## config.mk

```make
export PLATFORM = sky130hd
export DESIGN_NAME = vow_voice_top
export DESIGN_NICKNAME = d
export VERILOG_FILES = /design/src/include/vow_pkg.sv /design/src/rtl/vow_voice_top.sv /design/src/rtl/vow_osc.sv
export SDC_FILE = /design/constraint.sdc
export NUM_CORES = 2
export LEC_CHECK = 0
export BUFFER_PORTS_ARGS = -buffer_cell sky130_fd_sc_hd__buf_2
export CELL_PAD_IN_SITES_DETAIL_PLACEMENT = 1
export CELL_PAD_IN_SITES_GLOBAL_PLACEMENT = 1
export CORE_UTILIZATION = 40
export DETAILED_ROUTE_END_ITERATION = 8
export PLACE_DENSITY = 0.77
export SETUP_SLACK_MARGIN = 0.3
export SYNTH_ARGS = -nofsm -noshare
export SYNTH_HDL_FRONTEND = slang
export SYNTH_SLANG_ARGS = --single-unit
```

## constraint.sdc

```tcl
create_clock -name clk_in -period 7.4 [get_ports clk_in]
set_input_delay 1.11 -clock clk_in [delete_from_list [all_inputs] [get_ports clk_in]]
set_output_delay 1.11 -clock clk_in [all_outputs]
set_load 0.02 [all_outputs]
```

## src/include/vow_pkg.sv

```systemverilog
// Constants and types shared by the voice oscillator block.
// Assumes one clock at 125 MHz and a synchronous, active-low reset.
// ****************************************************************
// Package
// ****************************************************************
package vow_pkg;
    localparam int NUM_VOICES = 3;
    localparam int REGS_PER_VOICE = 7;
    localparam logic [4:0] REG_LAST = 5'h1C;
    localparam logic [4:0] REG_OSC3_READ = 5'h1B;
    localparam logic [4:0] REG_ENV3_READ = 5'h1C;
    // Offsets of the voice registers within one voice's group of seven.
    localparam logic [2:0] REG_PITCH_LO = 3'h0;
    localparam logic [2:0] REG_PITCH_HI = 3'h1;
    localparam logic [2:0] REG_DUTY_LO = 3'h2;
    localparam logic [2:0] REG_DUTY_HI = 3'h3;
    localparam logic [2:0] REG_CONTROL = 3'h4;
    localparam logic [2:0] REG_ATK_DCY = 3'h5;
    localparam logic [2:0] REG_SUS_REL = 3'h6;
    // Bit positions in the voice control register.
    localparam int CTRL_GATE = 0;
    localparam int CTRL_LOCK = 1;
    localparam int CTRL_MIX = 2;
    localparam int CTRL_HOLD = 3;
    localparam int CTRL_TRI = 4;
    localparam int CTRL_SAW = 5;
    localparam int CTRL_PULSE = 6;
    localparam int CTRL_NOISE = 7;
    // Oscillator layout and values after reset.
    localparam int ACC_W = 24;
    localparam int WAVE_W = 12;
    localparam int NOISE_W = 23;
    localparam logic [23:0] ACC_RESET = 24'h000000;
    localparam logic [22:0] NOISE_SEED = 23'h7FFFFF;
    localparam logic [11:0] DUTY_MAX = 12'hFFF;
    localparam int NOISE_TAP [8] = '{0, 2, 5, 9, 11, 14, 18, 20};
    // Envelope step timing: the fastest attack climbs 255 steps in 2 ms.
    localparam int CLK_PERIOD_NS = 8;
    localparam int ENV_STEP_NS = 7843;
    localparam int ENV_STEP_CYC = ENV_STEP_NS / CLK_PERIOD_NS;
    localparam int ENV_FALL_FACTOR = 3;
    localparam logic [7:0] ENV_PEAK = 8'hFF;

    typedef enum logic [1:0] {
        VOW_ENV_ATTACK,
        VOW_ENV_DECAY,
        VOW_ENV_RELEASE
    } vow_env_phase_t;

    typedef struct packed {
        logic [15:0] pitch;
        logic [11:0] duty;
        logic [7:0] ctrl;
        logic [7:0] atk_dcy;
        logic [7:0] sus_rel;
    } vow_voice_regs_t;

    typedef struct packed {
        vow_env_phase_t phase;
        logic [7:0] level;
        logic [27:0] count;
        logic gate_prev;
    } vow_env_t;

    typedef struct packed {
        logic [23:0] acc;
        logic [22:0] lfsr;
        logic msb_prev;
        logic b19_prev;
        logic [11:0] wave;
    } vow_osc_state_t;
endpackage

```

## src/rtl/vow_voice_top.sv

```systemverilog
// Three-voice tone generator core: register bus, oscillators, envelopes.
// Assumes the host bus is synchronous to clk_in and drives it cleanly.
//
// Function
// RULE_01 - Five address lines select one of 29 byte registers; voice one 0-6.
// RULE_02 - Pitch increment is 16 bits, low byte register 0, high byte 1.
// RULE_03 - Output frequency is increment times clock over 16777216.
// RULE_04 - Each clock adds the increment to a wrapping 24-bit phase accumulator.
// RULE_05 - Duty word is 12 bits; top four bits of its high byte ignored.
// RULE_06 - Duty 0 or 4095 gives a constant level, 2048 a square.
// RULE_07 - Gate rising starts attack-decay-sustain, gate falling starts release.
// RULE_08 - Hard lock restarts the phase on the source oscillator's fundamental.
// RULE_09 - Hard lock acts only while the source increment is nonzero.
// RULE_10 - Product mix replaces triangle with ring combination with the source.
// RULE_11 - Host selects triangle and a nonzero source increment for ring mix.
// RULE_12 - Hold bit zeroes and holds oscillator, resets noise, pins pulse high.
// RULE_13 - Control bit 4 selects the triangle waveform.
// RULE_14 - Control bit 5 selects the sawtooth waveform.
// RULE_15 - Control bit 6 selects the pulse waveform with programmed duty.
// RULE_16 - Control bit 7 selects noise that changes at oscillator rate.
// RULE_17 - Several selected waveforms combine by bitwise AND, not by sum.
// RULE_18 - Noise mixed with others may lock; hold or reset frees it.
// RULE_19 - Amplitude comes from the envelope only; no selection means silence.
// RULE_20 - Pulse is high while the top twelve phase bits reach duty.
// RULE_21 - Voice two locks to oscillator one, voice three to two.
// RULE_22 - Voice registers are write-only; readable registers are read-only.
// RULE_23 - Gate changes mid-envelope restart from the current amplitude.
`timescale 1ns/10ps
module vow_voice_top (
    input wire logic clk_in,
    input wire logic rst_n_in,
    input wire logic chip_select_n_in,
    input wire logic read_write_in,
    input wire logic [4:0] reg_addr_in,
    input wire logic [7:0] reg_data_in,
    output logic [7:0] reg_data_out,
    output logic [2:0][19:0] voice_level_out
);
    // ****************************************************************
    // Types and decoding helpers
    // ****************************************************************
    typedef struct packed {
        vow_pkg::vow_voice_regs_t [2:0] regs;
        vow_pkg::vow_env_t [2:0] env;
        logic [2:0][19:0] level;
        logic [7:0] rd_data;
    } vow_top_state_t;

    // Voice that owns an address, or 3 when the address is not a voice register.
    function automatic logic [1:0] voice_of(input logic [4:0] addr);
        if (addr < 5'd7) begin
            voice_of = 2'd0;
        end else if (addr < 5'd14) begin
            voice_of = 2'd1;
        end else if (addr < 5'd21) begin
            voice_of = 2'd2;
        end else begin
            voice_of = 2'd3;
        end
    endfunction

    // Register index within its voice group.
    function automatic logic [2:0] field_of(input logic [4:0] addr);
        logic [4:0] rem;
        rem = addr;
        if (addr >= 5'd14) begin
            rem = addr - 5'd14;
        end else if (addr >= 5'd7) begin
            rem = addr - 5'd7;
        end
        field_of = rem[2:0];
    endfunction

    // Cycles per envelope step; falling phases are three times slower.
    function automatic logic [27:0] env_period(input logic [3:0] rate, input logic fall);
        logic [27:0] base;
        base = 28'(vow_pkg::ENV_STEP_CYC) << rate;
        env_period = fall ? 28'(base * vow_pkg::ENV_FALL_FACTOR) : base;
    endfunction

    // ****************************************************************
    // Oscillators
    // ****************************************************************
    vow_top_state_t st_reg;
    vow_top_state_t st_next;
    logic [2:0] osc_msb;
    logic [2:0] osc_rise;
    logic [2:0][11:0] osc_wave;
    logic bus_write;
    logic bus_read;

    // Each voice takes the previous oscillator as source, voice one takes three.
    generate
        for (genvar v = 0; v < vow_pkg::NUM_VOICES; v++) begin : g_osc
            localparam int SRC = (v + 2) % 3; // see RULE_21
            vow_osc u_osc (
                .clk_in(clk_in),
                .rst_n_in(rst_n_in),
                .pitch_in(st_reg.regs[v].pitch),
                .duty_in(st_reg.regs[v].duty),
                .ctrl_in(st_reg.regs[v].ctrl),
                .src_msb_in(osc_msb[SRC]),
                .src_msb_rise_in(osc_rise[SRC]),
                .src_nonzero_in(st_reg.regs[SRC].pitch != 16'h0000), // see RULE_09
                .msb_out(osc_msb[v]),
                .msb_rise_out(osc_rise[v]),
                .wave_out(osc_wave[v])
            );
        end
    endgenerate

    // ****************************************************************
    // Register bus, envelopes and output scaling
    // ****************************************************************
    // Bus strobes; read_write high means a read as on the host side.
    assign bus_write = !chip_select_n_in && !read_write_in;
    assign bus_read = !chip_select_n_in && read_write_in;

    always_comb begin
        st_next = st_reg;
        // Host writes land in the owning voice; writes above the voice groups are accepted and dropped.
        for (int v = 0; v < vow_pkg::NUM_VOICES; v++) begin
            if (bus_write && voice_of(reg_addr_in) == 2'(v)) begin // see RULE_01
                unique case (field_of(reg_addr_in))
                    vow_pkg::REG_PITCH_LO: begin
                        st_next.regs[v].pitch[7:0] = reg_data_in; // see RULE_02
                    end
                    vow_pkg::REG_PITCH_HI: begin
                        st_next.regs[v].pitch[15:8] = reg_data_in; // see RULE_02
                    end
                    vow_pkg::REG_DUTY_LO: begin
                        st_next.regs[v].duty[7:0] = reg_data_in; // see RULE_05
                    end
                    vow_pkg::REG_DUTY_HI: begin
                        st_next.regs[v].duty[11:8] = reg_data_in[3:0]; // see RULE_05
                    end
                    vow_pkg::REG_CONTROL: begin
                        st_next.regs[v].ctrl = reg_data_in;
                    end
                    vow_pkg::REG_ATK_DCY: begin
                        st_next.regs[v].atk_dcy = reg_data_in;
                    end
                    vow_pkg::REG_SUS_REL: begin
                        st_next.regs[v].sus_rel = reg_data_in;
                    end
                    default: begin
                        st_next.regs[v] = st_reg.regs[v];
                    end
                endcase
            end
        end

        // Envelope per voice follows the gate bit of the stored control register.
        for (int v = 0; v < vow_pkg::NUM_VOICES; v++) begin
            st_next.env[v].gate_prev = st_reg.regs[v].ctrl[vow_pkg::CTRL_GATE];
            if (st_reg.regs[v].ctrl[vow_pkg::CTRL_GATE] && !st_reg.env[v].gate_prev) begin
                // The level is kept so a retrigger climbs from where it was.
                st_next.env[v].phase = vow_pkg::VOW_ENV_ATTACK; // see RULE_07 RULE_23
                st_next.env[v].count = 28'h0000000;
            end else if (!st_reg.regs[v].ctrl[vow_pkg::CTRL_GATE] && st_reg.env[v].gate_prev) begin
                st_next.env[v].phase = vow_pkg::VOW_ENV_RELEASE; // see RULE_07 RULE_23
                st_next.env[v].count = 28'h0000000;
            end else begin
                st_next.env[v].count = st_reg.env[v].count + 28'h0000001;
                unique case (st_reg.env[v].phase)
                    vow_pkg::VOW_ENV_ATTACK: begin
                        if (st_reg.env[v].count + 28'h0000001
                                >= env_period(st_reg.regs[v].atk_dcy[7:4], 1'b0)) begin
                            st_next.env[v].count = 28'h0000000;
                            if (st_reg.env[v].level == vow_pkg::ENV_PEAK) begin
                                st_next.env[v].phase = vow_pkg::VOW_ENV_DECAY;
                            end else begin
                                st_next.env[v].level = st_reg.env[v].level + 8'h01;
                            end
                        end
                    end
                    vow_pkg::VOW_ENV_DECAY: begin
                        if (st_reg.env[v].count + 28'h0000001
                                >= env_period(st_reg.regs[v].atk_dcy[3:0], 1'b1)) begin
                            st_next.env[v].count = 28'h0000000;
                            // Sustain nibble doubled gives sixteen even steps.
                            if (st_reg.env[v].level > {st_reg.regs[v].sus_rel[7:4],
                                    st_reg.regs[v].sus_rel[7:4]}) begin
                                st_next.env[v].level = st_reg.env[v].level - 8'h01;
                            end
                        end
                    end
                    vow_pkg::VOW_ENV_RELEASE: begin
                        if (st_reg.env[v].count + 28'h0000001
                                >= env_period(st_reg.regs[v].sus_rel[3:0], 1'b1)) begin
                            st_next.env[v].count = 28'h0000000;
                            if (st_reg.env[v].level != 8'h00) begin
                                st_next.env[v].level = st_reg.env[v].level - 8'h01;
                            end
                        end
                    end
                    default: begin
                        st_next.env[v].phase = vow_pkg::VOW_ENV_RELEASE;
                    end
                endcase
            end
            // Amplitude is wave times envelope level only.
            st_next.level[v] = osc_wave[v] * st_reg.env[v].level; // see RULE_19
        end

        // Voice registers read as zero; only the third voice's monitors answer.
        st_next.rd_data = 8'h00; // see RULE_22
        if (bus_read && reg_addr_in == vow_pkg::REG_OSC3_READ) begin
            st_next.rd_data = osc_wave[2][11:4];
        end else if (bus_read && reg_addr_in == vow_pkg::REG_ENV3_READ) begin
            st_next.rd_data = st_reg.env[2].level;
        end
    end

    // State register; the reset also frees a locked noise source.
    always_ff @(posedge clk_in) begin
        if (!rst_n_in) begin
            st_reg <= '0;
            for (int v = 0; v < vow_pkg::NUM_VOICES; v++) begin
                st_reg.env[v].phase <= vow_pkg::VOW_ENV_RELEASE;
            end
        end else begin
            st_reg <= st_next;
        end
    end

    assign reg_data_out = st_reg.rd_data;
    assign voice_level_out = st_reg.level;

    // ****************************************************************
    // Assertions
    // ****************************************************************
    property p_pitch_low;
        @(posedge clk_in) disable iff (!rst_n_in)
        bus_write && reg_addr_in == 5'h00 |=> st_reg.regs[0].pitch[7:0] == $past(reg_data_in);
    endproperty
    a_pitch_low: assert property (p_pitch_low) else $error("pitch low not stored"); // see RULE_02

    property p_pitch_v2_high;
        @(posedge clk_in) disable iff (!rst_n_in)
        bus_write && reg_addr_in == 5'h08 |=> st_reg.regs[1].pitch[15:8] == $past(reg_data_in);
    endproperty
    a_pitch_v2_high: assert property (p_pitch_v2_high) else $error("decode wrong"); // see RULE_01

    property p_duty_high;
        @(posedge clk_in) disable iff (!rst_n_in)
        bus_write && reg_addr_in == 5'h03 |=> st_reg.regs[0].duty[11:8] == $past(reg_data_in[3:0]);
    endproperty
    a_duty_high: assert property (p_duty_high) else $error("duty high wrong"); // see RULE_05

    property p_gate_rise;
        @(posedge clk_in) disable iff (!rst_n_in)
        st_reg.regs[0].ctrl[0] && !st_reg.env[0].gate_prev |=>
            st_reg.env[0].phase == vow_pkg::VOW_ENV_ATTACK
            && st_reg.env[0].level == $past(st_reg.env[0].level);
    endproperty
    a_gate_rise: assert property (p_gate_rise) else $error("attack not started"); // see RULE_07

    property p_gate_fall;
        @(posedge clk_in) disable iff (!rst_n_in)
        !st_reg.regs[0].ctrl[0] && st_reg.env[0].gate_prev |=>
            st_reg.env[0].phase == vow_pkg::VOW_ENV_RELEASE
            && st_reg.env[0].level == $past(st_reg.env[0].level);
    endproperty
    a_gate_fall: assert property (p_gate_fall) else $error("release not started"); // see RULE_23

    property p_voice_reads_zero;
        @(posedge clk_in) disable iff (!rst_n_in)
        bus_read && reg_addr_in < 5'h15 |=> reg_data_out == 8'h00;
    endproperty
    a_voice_reads_zero: assert property (p_voice_reads_zero) // see RULE_22
        else $error("voice reg read");
endmodule

```

## src/rtl/vow_osc.sv

```systemverilog
// One tone oscillator: phase accumulator, four waveforms and noise source.
// Assumes its register values and the source oscillator share clk_in.
`timescale 1ns/10ps
module vow_osc (
    input wire logic clk_in,
    input wire logic rst_n_in,
    input wire logic [15:0] pitch_in,
    input wire logic [11:0] duty_in,
    input wire logic [7:0] ctrl_in,
    input wire logic src_msb_in,
    input wire logic src_msb_rise_in,
    input wire logic src_nonzero_in,
    output logic msb_out,
    output logic msb_rise_out,
    output logic [11:0] wave_out
);
    // ****************************************************************
    // State and next state
    // ****************************************************************
    vow_pkg::vow_osc_state_t st_reg;
    vow_pkg::vow_osc_state_t st_next;
    logic lock_hit;
    logic [11:0] tri_w;
    logic [11:0] saw_w;
    logic [11:0] pulse_w;
    logic [11:0] noise_w;
    logic [11:0] mix_w;

    // Waveform shaping and accumulator advance.
    always_comb begin
        st_next = st_reg;
        // Lock fires on the source's top-bit rise, only while its increment is nonzero.
        lock_hit = ctrl_in[vow_pkg::CTRL_LOCK] && src_msb_rise_in
            && src_nonzero_in; // see RULE_08 RULE_09
        // Ring mixing flips the triangle fold with the source's top bit.
        tri_w = {st_reg.acc[22:12] // see RULE_10
            ^ {11{st_reg.acc[23] ^ (ctrl_in[vow_pkg::CTRL_MIX] & src_msb_in)}}, 1'b0};
        saw_w = st_reg.acc[23:12]; // see RULE_04
        // The full-scale duty is treated as never high so both ends stay constant.
        if (ctrl_in[vow_pkg::CTRL_HOLD]) begin
            pulse_w = 12'hFFF; // see RULE_12
        end else if (duty_in != vow_pkg::DUTY_MAX && st_reg.acc[23:12] >= duty_in) begin
            pulse_w = 12'hFFF; // see RULE_20 RULE_06
        end else begin
            pulse_w = 12'h000;
        end
        noise_w = 12'h000;
        for (int k = 0; k < 8; k++) begin
            noise_w[k + 4] = st_reg.lfsr[vow_pkg::NOISE_TAP[k]]; // see RULE_16
        end
        // Selected waveforms are ANDed; nothing selected gives silence.
        mix_w = 12'hFFF;
        if (ctrl_in[vow_pkg::CTRL_TRI]) mix_w = mix_w & tri_w; // see RULE_13
        if (ctrl_in[vow_pkg::CTRL_SAW]) mix_w = mix_w & saw_w; // see RULE_14
        if (ctrl_in[vow_pkg::CTRL_PULSE]) mix_w = mix_w & pulse_w; // see RULE_15
        if (ctrl_in[vow_pkg::CTRL_NOISE]) mix_w = mix_w & noise_w;
        st_next.wave = (|ctrl_in[7:4]) ? mix_w : 12'h000; // see RULE_17 RULE_19
        st_next.msb_prev = st_reg.acc[23];
        st_next.b19_prev = st_reg.acc[19];
        if (ctrl_in[vow_pkg::CTRL_HOLD]) begin
            st_next.acc = vow_pkg::ACC_RESET; // see RULE_12
            st_next.lfsr = vow_pkg::NOISE_SEED; // see RULE_18
        end else begin
            // A wrapping 24-bit add gives an output rate of increment times clock over 2^24.
            st_next.acc = lock_hit ? vow_pkg::ACC_RESET
                : st_reg.acc + {8'h00, pitch_in}; // see RULE_03 RULE_04
            if (st_reg.acc[19] && !st_reg.b19_prev) begin
                st_next.lfsr = {st_reg.lfsr[21:0], st_reg.lfsr[22] ^ st_reg.lfsr[17]};
            end
            // Mixing noise with others writes the AND back and can lock it.
            if (ctrl_in[vow_pkg::CTRL_NOISE] && |ctrl_in[6:4]) begin
                for (int k = 0; k < 8; k++) begin
                    st_next.lfsr[vow_pkg::NOISE_TAP[k]] = st_next.lfsr[vow_pkg::NOISE_TAP[k]]
                        & mix_w[k + 4]; // see RULE_18
                end
            end
        end
    end

    // State register.
    always_ff @(posedge clk_in) begin
        if (!rst_n_in) begin
            st_reg <= '{acc: vow_pkg::ACC_RESET, lfsr: vow_pkg::NOISE_SEED, msb_prev: 1'b0,
                b19_prev: 1'b0, wave: 12'h000};
        end else begin
            st_reg <= st_next;
        end
    end

    assign msb_out = st_reg.acc[23];
    assign msb_rise_out = st_reg.acc[23] & ~st_reg.msb_prev;
    assign wave_out = st_reg.wave;

    // ****************************************************************
    // Assertions
    // ****************************************************************
    property p_acc_step;
        @(posedge clk_in) disable iff (!rst_n_in)
        !ctrl_in[vow_pkg::CTRL_HOLD] && !lock_hit |=>
            st_reg.acc == 24'($past(st_reg.acc) + {8'h00, $past(pitch_in)});
    endproperty
    a_acc_step: assert property (p_acc_step) else $error("accumulator step wrong"); // see RULE_04

    property p_hold;
        @(posedge clk_in) disable iff (!rst_n_in)
        ctrl_in[vow_pkg::CTRL_HOLD] |=> st_reg.acc == 24'h000000 && &st_reg.lfsr;
    endproperty
    a_hold: assert property (p_hold) else $error("hold did not clear oscillator"); // see RULE_12

    property p_silent;
        @(posedge clk_in) disable iff (!rst_n_in)
        ctrl_in[7:4] == 4'h0 |=> wave_out == 12'h000;
    endproperty
    a_silent: assert property (p_silent) else $error("output not silent"); // see RULE_19

    property p_saw_and_pulse;
        @(posedge clk_in) disable iff (!rst_n_in)
        ctrl_in[7:4] == 4'h6 |=> wave_out == ($past(saw_w) & $past(pulse_w));
    endproperty
    a_saw_and_pulse: assert property (p_saw_and_pulse) else $error("mix not AND"); // see RULE_17

    property p_lock;
        @(posedge clk_in) disable iff (!rst_n_in)
        ctrl_in[vow_pkg::CTRL_LOCK] && src_msb_rise_in && src_nonzero_in
            && !ctrl_in[vow_pkg::CTRL_HOLD] |=> st_reg.acc == 24'h000000;
    endproperty
    a_lock: assert property (p_lock) else $error("hard lock missed"); // see RULE_08
endmodule

```

; After elaboration in Yosys (flattened, before gate mapping)
; Cells that the tools add are included.
[word_totals]
register_bits = 524
out_inout_bits = 68
[classes]
add_sub_neg = 14
mul = 9
order_cmp = 20
n_eq_ne = 64
shifts = 9
n_mux = 91
bitwise_logic = 61
n_reduce_logical = 109
[op_table]
columns = operator, n
row1 = 36-bit one-hot mux with 3 select lines, 3
row2 = 28-bit greater-or-equal comparator, 9
row3 = "10-bit by 4-bit left shift with 28-bit output, first input constant", 9
row4 = 12-bit two-way mux, 18
row5 = 36-bit two-way mux, 6
row6 = "28-bit by 2-bit multiplier with 28-bit output, second input constant", 6
row7 = 23-bit two-way mux, 6
row8 = 38-bit two-way mux, 3
row9 = 12-bit AND, 9
row10 = 8-bit two-way mux, 11
row11 = "28-bit by 1-bit adder with 28-bit output, second input constant", 3
row12 = 24-bit by 16-bit adder with 24-bit output, 3
row13 = 12-bit by 8-bit multiplier with 20-bit output, 3
row14 = 2-bit AND reduction, 24
row15 = 16-bit nonzero test, 3
row16 = "2-bit inequality test, second input constant", 21
row17 = 12-bit greater-or-equal comparator, 3
row18 = "12-bit inequality test, second input constant", 3
row19 = 11-bit bitwise XOR, 3
row20 = 1-bit AND, 30
row21 = 1-bit logical AND, 28
row22 = "3-bit == test, second input constant", 9
row23 = 9-bit AND reduction, 3
row24 = 3-bit OR reduction, 9
row25 = other kinds (32), 152

; Longest topological paths before layout
[depth]
word_depth = 12
depth_mapped = 29

; Cells and area by module
; Synthesis repeated with hierarchy kept, for this count alone.
[hier_totals]
hier_cells = 5777
hier_area_um2 = 47530.6
[modules_own_cells]
columns = module, instances, cells_per_inst, area_per_inst_um2, seq_area_each_um2
row1 = vow_voice_top, 1, 4463, 36690.2, 6826.5
row2 = vow_osc, 3, 438, 3613.5, 1221.2

; Worst setup path before layout
; No wires, ideal clock.
[synth_path]
path_kind = reg2reg
from = register st_reg[188] (netlist name)
to = register st_reg[103] (netlist name)
setup_time_ps = 116
arrival_time_ps = 5583
setup_slack_ps = 1701
path_stages_with_launch = 26
path_buffers = 3
synth_period_minus_slack_ps = 5699
cell_sequence = dfxtp_1 -> buf_1 -> clkbuf_1 -> nor3_1 -> ha_1 -> fa_1 -> a21oi_1 -> a221oi_1 -> a2111oi_0 -> nor3_1 -> a41o_1 -> o221a_2 -> a21o_1 -> a21oi_1 -> xor2_1 -> ha_1 -> a21oi_1 -> nand2_1 -> nor4_1 -> a31oi_1 -> nor3_1 -> o22a_1 -> clkbuf_1 -> o221ai_1 -> mux2i_1 -> nor2_1
[synth_via]
elab_chain_cells = 5
[synth_rtl]
columns = item, line
row1 = start: declaration, vow_voice_top.sv:84  ; vow_top_state_t st_reg;
row2 = start signal: assignment, vow_voice_top.sv:223  ; st_reg <= st_next;
row3 = 10-bit by 4-bit left shift with 28-bit output, vow_voice_top.sv:77  ; base = 28'(vow_pkg::ENV_STEP_CYC) << rate;
row4 = 28-bit by 2-bit multiplier with 28-bit output, vow_voice_top.sv:78  ; env_period = fall ? 28'(base * vow_pkg::ENV_FALL_FACTOR) : base;
row5 = 28-bit greater-or-equal comparator, vow_voice_top.sv:190  ; >= env_period(st_reg.regs[v].sus_rel[3:0], 1'b1)) begin
row6 = 2-bit inequality test (no line), n/a
row7 = 9-bit AND reduction (no line), n/a
; Every way passes these cells.
; A chain may end at the register's enable or synchronous reset.

; Worst setup path after layout
[layout_path]
from = register st_reg[194] (netlist name)
to = register st_reg[101] (netlist name)
[layout_via]
elab_chain_cells = 5
[layout_rtl]
columns = item, line
row1 = 10-bit by 4-bit left shift with 28-bit output, vow_voice_top.sv:77
row2 = 28-bit by 2-bit multiplier with 28-bit output, vow_voice_top.sv:78
row3 = 28-bit greater-or-equal comparator, vow_voice_top.sv:179  ; >= env_period(st_reg.regs[v].atk_dcy[3:0], 1'b1)) begin
row4 = 2-bit inequality test (no line), n/a
row5 = 9-bit AND reduction (no line), n/a
; Every way passes these cells.

==> flow_summary_export.csv <==
group,metric,value,unit
outcome,status,"complete, no violations",
worst_setup_path,rr_worst_depth,24,
clock_tree,cts_buffers,67,
synth,netlist_area,46740,um^2
finish,drive_above_1_share,5.477,%
worst_setup_path,path_depth,24,
worst_setup_path,critPathCaptureType,"flop",
die,fp.dieH,343.8,um
finish,final_nets,6439,
synth,synth_cell_types,90,
detailed_routing,detail-route-antenna-nets,0,
sta,min_period_over_period,88.37,%
worst_setup_path,crit_type,"reg2reg",
detailed_routing,routed_wl,134.5,mm
worst_setup_path,worst-path-buf-inv,0,
die,fp.dieW,343.8,um
sta,slew_violations,0,
synth,postSynthCellCount,5741,
power_and_ir_drop,power_density,136.7,nW/um^2
detailed_routing,vias,40300,
worst_setup_path,start_kind,"flop",
grt,grt_max_degree,104,
die,fp.coreArea,116000,um^2
synth,synth_top_area_share,22.44,%
sta,post-route-min-period,6.539,ns
worst_setup_path,crit_start,"st_reg[194]$_SDFFE_PN0P_",
synth,synth_xor_area_share,6.050,%
sta,finalHoldViolCount,0,
flow_run,drv_cap,0,
synth,yosysWarnings,0,
place,hpwl,100.7,mm
detailed_routing,remaining_drc_errors,0,
worst_setup_path,worstPathArrival,7.10,ns
synth,ys_async_sr_fraction,0,%
worst_setup_path,rrSetupSlack,0.86,ns
clock_tree,cts_tree,"yes",
synth,synth.area.mux_share,3.759,%
clock_tree,clk_path_buf_depth,3,
clock_tree,path_clk_slew,0.06,ns
synth,yosys-top-cells-area,"dfxtp_1, ha_1, fa_1, nor2_1, nand2_1",
grt,antenna_found_initial,11,
synth,synth_top_family_by_area,"adder cells",
detailed_routing,first_pass_iters,7,
grt,grt.total_usage,22.61,%
worst_setup_path,path_cells,"nand2_1 > and3_1 > ha_1 > or3b_2 > o22ai_1 > a21oi_1 > a2111oi_0 > or3_1 > a21oi_1 > nor2b_1 > o21ai_0 > a21oi_1 > xor2_1 > ha_1 > o21a_1 > o21ai_0 > or2_2 > o22ai_1 > nor4_1 > a221oi_1 > and2b_1 > o21ai_0 > o21ai_0 > a21oi_1",
synth,yosysTopAreaCell,"dfxtp_1",
synth,synth-simple-area-share,21.78,%
die,dieArea,118200,um^2
worst_setup_path,r2r_end,"st_reg[101]$_SDFFE_PN0P_",
synth,ys_seq_area_share,22.44,%
hold_path,min_path_type,"reg2reg",
finish,largest_reg_flops,270,
grt,grt_pass1_vias,42270,
place,gp_congestion,0.8630,
place,numPortBuffers,84,
clock_tree,cts_htree_levels,3,
synth,synth_compound_area_share,14.91,%
worst_setup_path,reg2reg_from,"st_reg[194]$_SDFFE_PN0P_",
worst_setup_path,critical_path_required,7.96,ns
clock_tree,clkLatencyLatePin,0.65,ns
sta,fmax,152.9,MHz
synth,syn_avg_cell_area,8.141,um^2
power_and_ir_drop,total_power,6.888,mW
sta,rsz0062_at_grt,"false",
synth,ys.flop_type,"dfxtp_1",
detailed_routing,drt_iter0_drc,1718,
power_and_ir_drop,ir_drop,0.1413,mV
synth,ys_ff_latch,524,
worst_setup_path,cpPeakStageDelay,0.72,ns
sta,maxSlewHeadroom,18.63,%
clock_tree,clockRootBuffer,"clkbuf_16",
sta,fin_tns_setup,0,ns
grt,grt_remaining_overflow,0,
clock_tree,cts_hold_buf,0,
worst_setup_path,crit_end,"st_reg[101]$_SDFFE_PN0P_",
synth,synth_nets,6552,
worst_setup_path,cp_slowest_cell,"dfxtp_1",
synth,synth.most_common_cell,"ha_1",
detailed_routing,wire_per_inst,18.66,um
sta,tightest_slew,1.214,ns
clock_tree,cts_sinks,524,
worst_setup_path,worstPathMaxFanout,15,
sta,finalSetupViolCount,0,
synth,ys_top_cells_by_count,"ha_1, nor2_1, dfxtp_1, nand2_1, inv_1",
sta,fin_worst_skew,0.03133,ns
die,rows,125,
die,start_util,40.27,%
grt,grt_first_pass_wirelength,219.3,mm
detailed_routing,viasPerCell,5.591,
synth,synth_edf_count,0,
die,ioPinCount,85,
worst_setup_path,crit_family,"simple AND/OR/NAND/NOR gates",
power_and_ir_drop,p_leak,23.64,nW
finish,area_growth,7.769,%
synth,synth_fa_ha_area_share,24.29,%
[metal layers]
layer  global-route usage (%)  vias to the layer above  share of wire, %
li1                         -                    19580                 -
met1                    28.81                    20020                46
met2                    40.17                      515                49
met3                    2.542                      173               3.3
met4                    5.992                        8               1.9
met5                        0                        -             0.036
[cell families after synthesis]
group | Yosys count
AND/OR/NAND/NOR | 2071
XOR/XNOR | 322
buffers and inverters | 770
AO/OA/AOI/OAI | 1085
multiplexers | 175
flip-flops | 524
adder cells (fa/ha/maj) | 794
[placed cells by master, fill, tap and decap left out, types with 12 or more instances in the layout]
cell,Yosys,routed
ha_1,605,605
nor2_1,568,568
dfxtp_1,524,519
nand2_1,487,487
inv_1,454,453
a21oi_1,316,316
o21ai_0,223,223
and2_1,192,192
xnor2_1,190,190
fa_1,189,189
mux2i_1,171,171
nand3_1,146,146
xor2_1,131,131
nor2b_1,125,125
nor3_1,122,120
buf_2,9,84
nand2b_1,81,81
a21o_1,74,74
nand4_1,71,71
and3_1,70,70
clkbuf_16,0,69
o211ai_1,66,66
a211oi_1,50,50
or3_1,47,47
buf_4,69,45
o21a_1,44,44
a31oi_1,43,43
nor4_1,45,43
a22oi_1,32,32
or2_2,29,29
o22ai_1,27,27
o31ai_1,19,19
a221oi_1,18,17
o21bai_1,15,15
o2111ai_1,15,15
a211o_1,14,14
a2111oi_0,13,12
or4_1,12,12
[power by group]
group | internal [mW] | leakage, nW | total (mW) | switching, mW
Sequential | 2.85 | 4.23 | 2.90 | 0.0483
Combinational | 0.150 | 18.3 | 0.468 | 0.318
Clock | 2.13 | 1.15 | 3.52 | 1.39
[stage by stage]
stage	util, %	cell area [um^2]	hold WS (ns)	worst slack, ns	instances
after floorplan	-	46740	0.4334	1.701	5741
after global placement	41.34	47980	0.4487	0.8389	7083
after detailed placement	41.34	47980	0.4576	0.6296	7083
after CTS	43.35	50310	0.4724	0.5528	7202
after global routing	43.40	50360	0.4876	0.3341	7203
final	43.40	50370	0.4679	0.8607	7207
[tightest hold or removal path, stage by stage, from the launching register on]
cell and delay, ns:
dfxtp_1 0.31, nand2_1 0.05, nand3_1 0.06
[repair_timing]
item                       4_1_cts  5_1_grt
setup endpoints to repair        0       61
gates resized for setup          0       13
setup buffers                    0        0
[worst min path at each step]
stage	start	end	slack, ns	cells after the start
finish	g_osc[0].u_osc.st_reg[30]$_SDFFE_PP1P_	g_osc[0].u_osc.st_reg[31]$_SDFFE_PP1P_	0.47	2
global route	g_osc[0].u_osc.st_reg[20]$_SDFFE_PP1P_	g_osc[0].u_osc.st_reg[21]$_SDFFE_PP1P_	0.49	2
CTS	g_osc[0].u_osc.st_reg[30]$_SDFFE_PP1P_	g_osc[0].u_osc.st_reg[31]$_SDFFE_PP1P_	0.47	2
detailed placement	g_osc[0].u_osc.st_reg[30]$_SDFFE_PP1P_	g_osc[0].u_osc.st_reg[31]$_SDFFE_PP1P_	0.46	2
global placement	g_osc[1].u_osc.st_reg[35]$_SDFFE_PP1P_	g_osc[1].u_osc.st_reg[36]$_SDFFE_PP1P_	0.45	2
floorplan	st_reg[108]$_SDFF_PP0_	st_reg[108]$_SDFF_PP0_	0.43	1
[area by class of cell]
class	instances	area (um^2)
Clock inverter	31	434.2
Sequential cell	524	10500
Tap cell	1524	1907
Fill cell	13990	65680
Antenna cell	5	12.51
Clock buffer	88	1898
Multi-Input combinational cell	4447	33130
Timing Repair Buffer	129	758.2
Inverter	459	1734
No activity file was read; power rests on OpenSTA's default activity.
